===== config.mk =====
export PLATFORM = sky130hd
export DESIGN_NAME = isf_status
export DESIGN_NICKNAME = d
export VERILOG_FILES = /design/src/isf_pkg.sv /design/src/isf_status.sv /design/src/isf_sync2.sv
export SDC_FILE = /design/constraint.sdc
export NUM_CORES = 1
export LEC_CHECK = 0
export BUFFER_PORTS_ARGS = -buffer_cell sky130_fd_sc_hd__buf_2
export CORE_MARGIN = 2
export CORE_UTILIZATION = 50
export CTS_BUF_LIST = sky130_fd_sc_hd__clkbuf_4
export DETAILED_ROUTE_END_ITERATION = 7
export PLACE_DENSITY_LB_ADDON = 0.05
export SYNTH_ARGS = -nofsm -noshare
export SYNTH_HDL_FRONTEND = slang
export SYNTH_SLANG_ARGS = --single-unit

===== constraint.sdc =====
create_clock -name sys_clk -period 2.6 [get_ports sys_clk]
set_clock_uncertainty 0.2 [all_clocks]
set_input_delay 0.52 -clock sys_clk [delete_from_list [all_inputs] [get_ports sys_clk]]
set_output_delay 0.52 -clock sys_clk [all_outputs]
set_load 0.1 [all_outputs]

===== src/isf_pkg.sv =====
// Constants and types shared by the two-wire status-flag block
package isf_pkg;

    // Register byte addresses on the processor bus
    localparam logic [31:0] ISF_ADDR_OWN = 32'h0021_7000;
    localparam logic [31:0] ISF_ADDR_CTRL = 32'h0021_7008;
    localparam logic [31:0] ISF_ADDR_STATUS = 32'h0021_700c;

    // Status field positions
    localparam int unsigned ISF_ST_COMPLETE = 7;
    localparam int unsigned ISF_ST_ADDRESSED = 6;
    localparam int unsigned ISF_ST_BUSY = 5;
    localparam int unsigned ISF_ST_ARB_LOST = 4;
    localparam int unsigned ISF_ST_SLAVE_RW = 2;
    localparam int unsigned ISF_ST_PENDING = 1;
    localparam int unsigned ISF_ST_RX_ACK = 0;

    // Control field positions
    localparam int unsigned ISF_CTL_ENABLE = 7;
    localparam int unsigned ISF_CTL_INT_EN = 6;
    localparam int unsigned ISF_CTL_MASTER = 5;
    localparam int unsigned ISF_CTL_TX_SEL = 4;
    localparam int unsigned ISF_CTL_TXAK = 3;
    localparam int unsigned ISF_CTL_RSTA = 2;

    // Reset values
    localparam logic [7:0] ISF_STATUS_RESET = 8'h81;
    localparam logic [7:0] ISF_CTRL_RESET = 8'h00;
    localparam logic [7:0] ISF_OWN_RESET = 8'h00;
    localparam logic [1:0] ISF_LINE_IDLE = 2'h3;

    // Bit counts within one byte on the serial bus
    localparam logic [3:0] ISF_DATA_BITS = 4'h8;
    localparam logic [3:0] ISF_ACK_BIT = 4'h8;
    localparam logic [3:0] ISF_LAST_CLOCK = 4'h9;

    // Position of the link within a transfer
    typedef enum logic [1:0] {
        ISF_PH_IDLE = 2'b00,
        ISF_PH_ADDR = 2'b01,
        ISF_PH_DATA = 2'b10
    } isf_phase_t;

endpackage : isf_pkg


===== src/isf_status.sv =====
// Status flags of a two-wire serial bus controller with Avalon-MM access
//
// How it works
// - Transfer-complete sets on the falling edge of the ninth serial clock.
// - Transfer-complete stays cleared while a byte is shifting.
// - Addressed-as-slave sets when the calling address equals own address.
// - A control register write clears addressed-as-slave unless an address match sets it in that cycle.
// - An address match interrupts the processor when interrupts are enabled.
// - START sets bus busy, STOP clears it; 1 means busy.
// - Data low while driven high in transmit or receive ack loses arbitration.
// - START on busy bus, slave repeated START, unrequested STOP lose arbitration.
// - Address byte direction bit is captured as slave read/write when matched.
// - Pending interrupt sets on byte done, address match and arbitration loss.
// - Pending interrupt clears only by software writing 0 to it.
// - Interrupt request is high while pending and interrupt enable are 1.
// - Received-ack records 0 for acknowledge, 1 for none at ninth clock.
// - Upper status bits and bit 3 read as zero.
// - Clearing interrupt enable leaves pending conditions set.
// - Transmit/receive select gives direction for master and slave: 1 transmit.
//
// Register access over Avalon-MM was chosen for this implementation.
`timescale 1ns/1ps
`default_nettype none

module isf_status import isf_pkg::*; (
    input wire logic sys_clk,
    input wire logic reset_n,
    input wire logic [31:0] avs_address,
    input wire logic avs_read,
    input wire logic avs_write,
    input wire logic [31:0] avs_writedata,
    input wire logic [3:0] avs_byteenable,
    output logic [31:0] avs_readdata,
    output logic avs_waitrequest,
    input wire logic scl_in,
    input wire logic sda_in,
    input wire logic sda_drive_high,
    output logic irq,
    output logic ctl_enable,
    output logic ctl_master,
    output logic ctl_tx_select,
    output logic ctl_txak,
    output logic repeat_start
);

    typedef struct packed {
        isf_phase_t phase;
        logic scl_prev;
        logic sda_prev;
        logic [3:0] bit_cnt;
        logic [7:0] shreg;
        logic ack_sample;
        logic [7:0] own_addr;
        logic enable;
        logic int_en;
        logic master;
        logic tx_sel;
        logic txak;
        logic rsta;
        logic complete;
        logic addressed;
        logic busy;
        logic arb_lost;
        logic slave_rw;
        logic pending;
        logic rx_ack;
        logic waitreq;
        logic [31:0] rdata;
        logic irq;
    } isf_state_t;

    localparam isf_state_t STATE_RESET = '{
        phase: ISF_PH_IDLE,
        scl_prev: ISF_LINE_IDLE[0],
        sda_prev: ISF_LINE_IDLE[1],
        bit_cnt: 4'h0,
        shreg: 8'h00,
        ack_sample: 1'b1,
        own_addr: ISF_OWN_RESET,
        enable: ISF_CTRL_RESET[ISF_CTL_ENABLE],
        int_en: ISF_CTRL_RESET[ISF_CTL_INT_EN],
        master: ISF_CTRL_RESET[ISF_CTL_MASTER],
        tx_sel: ISF_CTRL_RESET[ISF_CTL_TX_SEL],
        txak: ISF_CTRL_RESET[ISF_CTL_TXAK],
        rsta: 1'b0,
        complete: ISF_STATUS_RESET[ISF_ST_COMPLETE],
        addressed: ISF_STATUS_RESET[ISF_ST_ADDRESSED],
        busy: ISF_STATUS_RESET[ISF_ST_BUSY],
        arb_lost: ISF_STATUS_RESET[ISF_ST_ARB_LOST],
        slave_rw: ISF_STATUS_RESET[ISF_ST_SLAVE_RW],
        pending: ISF_STATUS_RESET[ISF_ST_PENDING],
        rx_ack: ISF_STATUS_RESET[ISF_ST_RX_ACK],
        waitreq: 1'b1,
        rdata: 32'h0000_0000,
        irq: 1'b0
    };

    isf_state_t s_q;
    isf_state_t s_d;
    logic [1:0] pins_s;
    logic scl_s;
    logic sda_s;

    // Word decode shared by reads and writes
    function automatic logic addr_hit(logic [31:0] addr, logic [31:0] reg_addr);
        addr_hit = (addr == reg_addr);
    endfunction : addr_hit

    // Pins come from another domain and pass two flops first
    isf_sync2 u_sync (
        .sys_clk(sys_clk),
        .reset_n(reset_n),
        .pin_in({sda_in, scl_in}),
        .pin_sync(pins_s)
    );
    assign scl_s = pins_s[0];
    assign sda_s = pins_s[1];

    // Line events seen at the system clock
    logic scl_rise, scl_fall, start_det, stop_det, in_byte;
    assign scl_rise = scl_s & ~s_q.scl_prev;
    assign scl_fall = ~scl_s & s_q.scl_prev;
    assign start_det = scl_s & s_q.scl_prev & s_q.sda_prev & ~sda_s;
    assign stop_det = scl_s & s_q.scl_prev & ~s_q.sda_prev & sda_s;
    assign in_byte = (s_q.phase != ISF_PH_IDLE) & ~start_det & ~stop_det;

    // Bus handshake: a request is taken when waitrequest is low
    logic wr_take, ctl_wr, st_wr, own_wr;
    assign wr_take = avs_write & ~s_q.waitreq & avs_byteenable[0];
    assign ctl_wr = wr_take & addr_hit(avs_address, ISF_ADDR_CTRL);
    assign st_wr = wr_take & addr_hit(avs_address, ISF_ADDR_STATUS);
    assign own_wr = wr_take & addr_hit(avs_address, ISF_ADDR_OWN);

    // Byte boundaries on the serial clock
    logic byte_begin, ninth_fall, addr_match;
    assign byte_begin = in_byte & scl_rise & (s_q.bit_cnt == 4'h0);
    assign ninth_fall = in_byte & scl_fall & (s_q.bit_cnt == ISF_LAST_CLOCK);
    assign addr_match = ninth_fall & s_q.enable &
        (s_q.phase == ISF_PH_ADDR) & (s_q.shreg[7:1] == s_q.own_addr[7:1]);

    // Causes of lost arbitration; only meaningful while enabled
    logic arb_sda, start_busy, rsta_slave, stop_unreq, arb_event;
    assign arb_sda = in_byte & scl_rise & s_q.master & sda_drive_high &
        ~sda_s & (((s_q.bit_cnt < ISF_DATA_BITS) &
        (s_q.tx_sel | (s_q.phase == ISF_PH_ADDR))) |
        ((s_q.bit_cnt == ISF_ACK_BIT) & ~s_q.tx_sel &
        (s_q.phase == ISF_PH_DATA)));
    assign start_busy = ctl_wr & avs_writedata[ISF_CTL_MASTER] &
        ~s_q.master & s_q.busy;
    assign rsta_slave = ctl_wr & avs_writedata[ISF_CTL_RSTA] & ~s_q.master;
    assign stop_unreq = stop_det & s_q.master;
    assign arb_event = s_q.enable &
        (arb_sda | start_busy | rsta_slave | stop_unreq);

    // Next state: software writes first, hardware sets after so sets win
    always_comb begin
        s_d = s_q;
        s_d.scl_prev = scl_s;
        s_d.sda_prev = sda_s;
        s_d.rsta = 1'b0;
        s_d.waitreq = 1'b1;
        if ((avs_read | avs_write) & s_q.waitreq) begin
            s_d.waitreq = 1'b0;
            s_d.rdata = 32'h0000_0000;
            if (addr_hit(avs_address, ISF_ADDR_STATUS)) begin
                s_d.rdata[ISF_ST_COMPLETE] = s_q.complete;
                s_d.rdata[ISF_ST_ADDRESSED] = s_q.addressed;
                s_d.rdata[ISF_ST_BUSY] = s_q.busy;
                s_d.rdata[ISF_ST_ARB_LOST] = s_q.arb_lost;
                s_d.rdata[ISF_ST_SLAVE_RW] = s_q.slave_rw;
                s_d.rdata[ISF_ST_PENDING] = s_q.pending;
                s_d.rdata[ISF_ST_RX_ACK] = s_q.rx_ack;
            end else if (addr_hit(avs_address, ISF_ADDR_CTRL)) begin
                s_d.rdata[ISF_CTL_ENABLE] = s_q.enable;
                s_d.rdata[ISF_CTL_INT_EN] = s_q.int_en;
                s_d.rdata[ISF_CTL_MASTER] = s_q.master;
                s_d.rdata[ISF_CTL_TX_SEL] = s_q.tx_sel;
                s_d.rdata[ISF_CTL_TXAK] = s_q.txak;
            end else if (addr_hit(avs_address, ISF_ADDR_OWN)) begin
                s_d.rdata[7:1] = s_q.own_addr[7:1];
            end
        end
        if (ctl_wr) begin
            s_d.enable = avs_writedata[ISF_CTL_ENABLE];
            s_d.int_en = avs_writedata[ISF_CTL_INT_EN];
            s_d.master = avs_writedata[ISF_CTL_MASTER];
            s_d.tx_sel = avs_writedata[ISF_CTL_TX_SEL];
            s_d.txak = avs_writedata[ISF_CTL_TXAK];
            s_d.rsta = avs_writedata[ISF_CTL_RSTA] & s_q.master;
            s_d.addressed = 1'b0;
        end
        if (own_wr) begin
            s_d.own_addr = avs_writedata[7:0];
        end
        if (st_wr & ~avs_writedata[ISF_ST_PENDING]) begin
            s_d.pending = 1'b0;
        end
        if (st_wr & ~avs_writedata[ISF_ST_ARB_LOST]) begin
            s_d.arb_lost = 1'b0;
        end

        if (start_det) begin
            s_d.busy = 1'b1;
            s_d.phase = ISF_PH_ADDR;
            s_d.bit_cnt = 4'h0;
        end else if (stop_det) begin
            s_d.busy = 1'b0;
            s_d.phase = ISF_PH_IDLE;
            s_d.bit_cnt = 4'h0;
        end else begin
            unique case (s_q.phase)
                ISF_PH_IDLE: begin
                end
                ISF_PH_ADDR, ISF_PH_DATA: begin
                    if (scl_rise) begin
                        if (s_q.bit_cnt < ISF_DATA_BITS) begin
                            s_d.shreg = {s_q.shreg[6:0], sda_s};
                        end
                        if (s_q.bit_cnt == ISF_ACK_BIT) begin
                            s_d.ack_sample = sda_s;
                        end
                        s_d.bit_cnt = s_q.bit_cnt + 4'h1;
                    end else if (ninth_fall) begin
                        s_d.bit_cnt = 4'h0;
                        s_d.phase = ISF_PH_DATA;
                    end
                end
                default: begin
                    s_d.phase = ISF_PH_IDLE;
                end
            endcase
        end

        if (byte_begin) begin
            s_d.complete = 1'b0;
        end
        if (ninth_fall & s_q.enable) begin
            s_d.complete = 1'b1;
            s_d.pending = 1'b1;
            s_d.rx_ack = s_q.ack_sample;
        end
        if (addr_match) begin
            s_d.addressed = 1'b1;
            s_d.slave_rw = s_q.shreg[0];
            s_d.pending = 1'b1;
        end
        if (arb_event) begin
            s_d.arb_lost = 1'b1;
            s_d.pending = 1'b1;
            s_d.master = 1'b0;
        end
        s_d.irq = s_q.pending & s_q.int_en;
    end

    // status register resets to complete and no-ack
    always_ff @(posedge sys_clk or negedge reset_n) begin
        if (!reset_n) begin
            s_q <= STATE_RESET;
        end else begin
            s_q <= s_d;
        end
    end

    // Outputs straight from the state register
    assign avs_readdata = s_q.rdata;
    assign avs_waitrequest = s_q.waitreq;
    assign irq = s_q.irq;
    assign ctl_enable = s_q.enable;
    assign ctl_master = s_q.master;
    assign ctl_tx_select = s_q.tx_sel;
    assign ctl_txak = s_q.txak;
    assign repeat_start = s_q.rsta;
endmodule : isf_status

`default_nettype wire


===== src/isf_sync2.sv =====
// Two-flop synchroniser for the serial clock and data pins
`timescale 1ns/1ps
`default_nettype none

module isf_sync2 import isf_pkg::*; (
    input wire logic sys_clk,
    input wire logic reset_n,
    input wire logic [1:0] pin_in,
    output logic [1:0] pin_sync
);

    typedef struct packed {
        logic [1:0] meta;
        logic [1:0] stable;
    } isf_sync_t;

    isf_sync_t s_q;
    isf_sync_t s_d;

    // Meta stage feeds only the stable stage
    always_comb begin
        s_d = s_q;
        s_d.meta = pin_in;
        s_d.stable = s_q.meta;
    end

    // Lines idle high, so reset to high avoids a false START
    always_ff @(posedge sys_clk or negedge reset_n) begin
        if (!reset_n) begin
            s_q <= '{meta: ISF_LINE_IDLE, stable: ISF_LINE_IDLE};
        end else begin
            s_q <= s_d;
        end
    end

    assign pin_sync = s_q.stable;

endmodule : isf_sync2

`default_nettype wire


-- Yosys cells after proc, flatten, opt, wreduce, memory -nomap -nowiden
Cells that the tools add are included.
- register bits: 52
- logic and storage cells: 146
- $add $sub $neg: 1
- order comparisons: 1
- equal/unequal tests: 11
- multiplexer cells: 35
- bitwise operators: 57
- reduce and logical (&&, ||, !) cells: 16
- operator list (cell ; count):
    equality test 32 x 22 -> 1 bit, second input constant ; 3
    bitwise AND 1 bit ; 40
    two-way mux 33 bit ; 1
    two-way mux 4 bit ; 6
    two-way mux 1 bit ; 15
    two-way mux 2 bit ; 7
    two-way mux 13 bit ; 1
    nonzero test 2 bit ; 6
    NOT 1 bit ; 11
    AND reduction 5 bit ; 2
    two-way mux 9 bit ; 1
    equality test 4 bit, second input constant ; 2
    two-way mux 8 bit ; 1
    != test 4 bit, second input constant ; 2
    nonzero test 4 bit ; 2
    equality test 7 bit ; 1
    two-way mux 7 bit ; 1
    OR 1 bit ; 6
    two-way mux 5 bit ; 1
    adder 4 x 1 -> 4 bit, second input constant ; 1
    logical NOT 4 bit ; 1
    less-than comparator 4 bit, second input constant ; 1
    one-hot mux 2 bit (2 select lines) ; 1
    != test 3 bit, second input constant ; 1
    7 further kinds ; 7

-- Logic depth before layout (Yosys ltp)
- depth in word-level cells: 16
- depth in mapped cells: 7

-- By module
A second synthesis with hierarchy kept.
- cell total of the unflattened synthesis: 240
- area total of the unflattened synthesis: 2760.1 um^2
- by module, submodules not included (module ; times used ; cells each ; area each (um^2) ; seq. area each (um^2)):
    isf_status ; 1 ; 236 ; 2655.0 ; 1183.6
    isf_sync2 ; 1 ; 4 ; 105.1 ; 105.1

-- Worst setup path before layout
Ideal clock, no wire load.
- path type: reg-to-reg
- start point: register s_q (netlist bit ctl_enable)
- end point: register s_q[36] in the netlist's numbering
- setup time: 0.125 ns
- data arrival time: 1.948 ns
- data required time: 2.275 ns
- path slack: 0.327 ns
- cell stages (with the launch flop): 5
- path buffers: 0
- cells stage by stage: dfrtp_1 -> nand2b_1 -> or2_1 -> nor3_1 -> mux2_2
- longest elaborated chain between the ends: 3
- RTL lines (item ; RTL line ; text):
    start: declaration ; isf_status.sv:98 ; isf_state_t s_q;
    start signal: assignment ; isf_status.sv:258 ; s_q <= STATE_RESET;
    start signal: assignment ; isf_status.sv:260 ; s_q <= s_d;
    bitwise AND 1 bit (2 in series) ; isf_status.sv:138 ; assign addr_match = ninth_fall & s_q.enable &
    bitwise AND 1 bit ; isf_status.sv:139 ; (s_q.phase == ISF_PH_ADDR) & (s_q.shreg[7:1] == s_q.own_addr[7:1]);
No other way between the ends.
A chain may end at the register's enable or synchronous reset.

-- Final worst setup path
- start point: register s_q[67] in the netlist's numbering
- end point: register s_q[36] in the netlist's numbering
- longest elaborated chain between the ends: 5
- RTL lines (item ; RTL line ; text):
    equality test 4 bit ; isf_status.sv:137 ; assign ninth_fall = in_byte & scl_fall & (s_q.bit_cnt == ISF_LAST_CLOCK);
    bitwise AND 1 bit ; isf_status.sv:137 ;
    bitwise AND 1 bit (2 in series) ; isf_status.sv:138 ;
    bitwise AND 1 bit ; isf_status.sv:139 ;
No other way between the ends.

==> impl_metrics.toml <==
[power_and_ir_drop]
cellPowerDensity_nw_per_um2 = 666
ir_drop_mv = 0.403
design_power_total_mw = 2.04
total_leakage_power_nw = 1.53

[yosys]
count_of_mapped_cells_out_of_synthesis = 237
synth.most_common_cell = "sky130_fd_sc_hd__dfrtp_1"
synth_top_area_cell = "sky130_fd_sc_hd__dfrtp_1"
sequential_area_share_after_synthesis = 0.471
ys.flop_type = "sky130_fd_sc_hd__dfrtp_1"
synth_async_sr_flop_share = 1.00
yosys-top-cells-count = "sky130_fd_sc_hd__dfrtp_1, sky130_fd_sc_hd__buf_4, sky130_fd_sc_hd__mux2_2"
ys_top_cells_by_area = "sky130_fd_sc_hd__dfrtp_1, sky130_fd_sc_hd__dfstp_2, sky130_fd_sc_hd__buf_4"
yosys_register_bits = 51
area_fraction_of_the_dominant_cell_type_after_synthesis = 0.375
syn_area_per_cell_um2 = 11.5
syn-cell-area_um2 = 2740
synth-warning-count = 0
synth_enable_flop_cells = 0
synth_cell_types = 46

[timing]
slew_headroom = 0.486
fin_crit_sh = 0.831
timing.fmax_mhz = 463
worst_pin_slew_ns = 0.771
time_the_final_worst_path_needs_with_i_o_delays_and_setup_ns = 2.16
setup-tns-final_ns = 0
maxSlewViolCount = 0
setup_violations = 0
rsz0062_at_grt = "no"
final-hold-violation-count = 0

[critical_path]
path_max_fanout = 8
critical_path.n_buffers_inverters = 0
crit_path_top_delay_cell = "sky130_fd_sc_hd__dfrtp_1"
critical-path-max-stage-delay_ns = 0.52
required_ns = 2.67
worstSetupPathType = "reg2reg"
cp_capture_type = "flop"
timing.critical_path.from_type = "flop"
timing.critical_path.max_delay_family = "simple AND/OR/NAND/NOR gates"
critical_path_arrival_ns = 2.23
worst-r2r-setup-slack_ns = 0.44
crit_path_cell_trace = "nor2b_1, nand4_1, or2_1, nor3_1, mux2_2"

[die]
die_area_um2 = 6080
core_area_um2 = 5200
design.portCount = 114
floorplan.initialDensity = 0.526
die_width_um = 78.0
die_h_um = 78.0
row_count = 26

[layout]
combined_area_of_the_multi_input_logic_cells_um2 = 1220
layout-area-overhead-vs-synth_pct = 12.2
nets = 377
layout.area.seq_um2 = 1290
n_antenna_cell = 0
count_of_filler_cells_inserted_in_the_layout = 468
final_layout_size_suffix_gt1_frac = 0.384

[clock_tree]
clock-root-buffer = "sky130_fd_sc_hd__clkbuf_4"
cts.reportedPaths.clkPinSlew_ns = 0.14
tritoncts = "built"
postCtsSetupBuffers = 0
clkLatencyLatePin_ns = 0.37
cts_inserted_buffers = 5
cts-resized-gates = 0
max-clock-path-buffers = 2
cts.sink_count = 51
cts-htree-levels = 2

[global_route]
globalRoute.totalOverflow = 0
first_pass_grt_wire_length_um = 8850
antenna_found_initial = 0
maximum_number_of_pins_on_one_net_before_global_route_repair = 37
first_global_vias = 1761
grtUsageTotal = 0.186

[min_path]
worst_hold_path_type = "in2async"

[detailed_routing]
finalWirelength_um = 5350
detail-route-antenna-nets = 0
drtPass1Iterations = 4
drtIter0Drc = 55
wl_per_cell_um = 14.6
via_count = 1863
detail_route.vias_per_cell = 5.08
drcViolationCount = 0

[place]
port-buffer-count = 61
hpwlAfterDp_um = 4170
globalplace.congestion = 0.761

[outcome]
outcome = "completed"

[job]
timing.max_cap.violations = 0
==> metrics by stage <==
stage,setup slack (ns),cell area (um^2),std cells,utilization,hold slack [ns]
final,0.440,3070,367,0.590,0.0120
after global placement,0.109,2970,357,0.571,0.146
after floorplan,0.327,2820,260,-,0.0244
after CTS,0.433,3050,365,0.586,0.0143
after global routing,0.278,3070,367,0.590,0.0432
after detailed placement,0.111,2970,357,0.571,0.147
==> worst paths after layout <==
kind                                from                  to  cells past startpoint
min                              reset_n             s_q[71]                      1
min in group sys_clk       u_sync.s_d[0]  u_sync.pin_sync[0]                      0
max reg2reg                      s_q[67]             s_q[36]                      5
max                              s_q[67]             s_q[36]                      5
max in group asynchronous        reset_n             s_q[58]                      2
min reg2reg                u_sync.s_d[0]  u_sync.pin_sync[0]                      0
==> power breakdown <==
group | total (mW) | leakage [nW] | switching [mW] | internal [mW]
combinational | 0.627 | 0.837 | 0.383 | 0.243
sequential | 0.977 | 0.654 | 0.0875 | 0.890
clock | 0.441 | 0.0426 | 0.243 | 0.198
==> layout by cell type, fill, tap and decap left out, types with 4 or more instances in the layout <==
cell	n
sky130_fd_sc_hd__conb_1	24
sky130_fd_sc_hd__clkbuf_4	5
sky130_fd_sc_hd__mux2_4	7
sky130_fd_sc_hd__buf_4	5
sky130_fd_sc_hd__nand2_1	13
sky130_fd_sc_hd__xnor2_1	7
sky130_fd_sc_hd__o21ai_0	7
sky130_fd_sc_hd__a22o_1	12
sky130_fd_sc_hd__nor2_1	8
sky130_fd_sc_hd__inv_1	8
sky130_fd_sc_hd__nor4_1	4
sky130_fd_sc_hd__dfstp_2	10
sky130_fd_sc_hd__dfrtp_1	41
sky130_fd_sc_hd__mux2_2	18
sky130_fd_sc_hd__ha_1	6
sky130_fd_sc_hd__nand4_1	5
sky130_fd_sc_hd__nand3_1	4
sky130_fd_sc_hd__buf_2	61
==> flip-flops by register name (all words and copies together), names as in the netlist <==
name	cells
ctl_master	1
ctl_enable	1
avs_readdata	8
repeat_start	1
ctl_txak	1
avs_waitrequest	1
u_sync.pin_sync	2
irq	1
s_q	32
ctl_tx_select	1
u_sync.s_d	2
==> metal layers <==
metal | vias up | share of wire | GRT usage | wire length [um]
met5 | - | 0 | 0 | 0
met3 | 8 | 0.052 | 0.0384 | 280
met1 | 880 | 0.50 | 0.281 | 2660
met4 | 0 | 0.014 | 0.0561 | 76
li1 | 919 | - | - | -
met2 | 56 | 0.44 | 0.269 | 2330
==> what timing repair did <==
action                                  4_1_cts  5_1_grt
endpoints found under the hold margin         0        2
endpoints found under the setup margin        0        0
hold buffers                                  0        2
==> area by class of cell <==
| class | instances | share of cell area |
|---|---|---|
| Multi-Input combinational cell | 162 | 0.399 |
| Inverter | 8 | 0.00978 |
| Clock buffer | 5 | 0.0122 |
| Sequential cell | 51 | 0.420 |
| Tap cell | 70 | 0.0285 |
| Timing Repair Buffer | 68 | 0.118 |
| Clock inverter | 3 | 0.0126 |
==> cell families (layout without fill, tap and decap cells) <==
group | count (synthesis) | in the layout | share of synthesized area
DFF | 51 | 51 | 0.471
buffers and inverters | 47 | 84 | 0.113
xor gates and xnor gates | 9 | 9 | 0.0288
adders and majority gates | 6 | 6 | 0.0274
AOI/OAI and AO/OA | 36 | 36 | 0.102
and+or+nand+nor | 59 | 59 | 0.133
other | 1 | 24 | 0.00137
muxes | 28 | 28 | 0.123
Power figures use the tool's default switching activity.
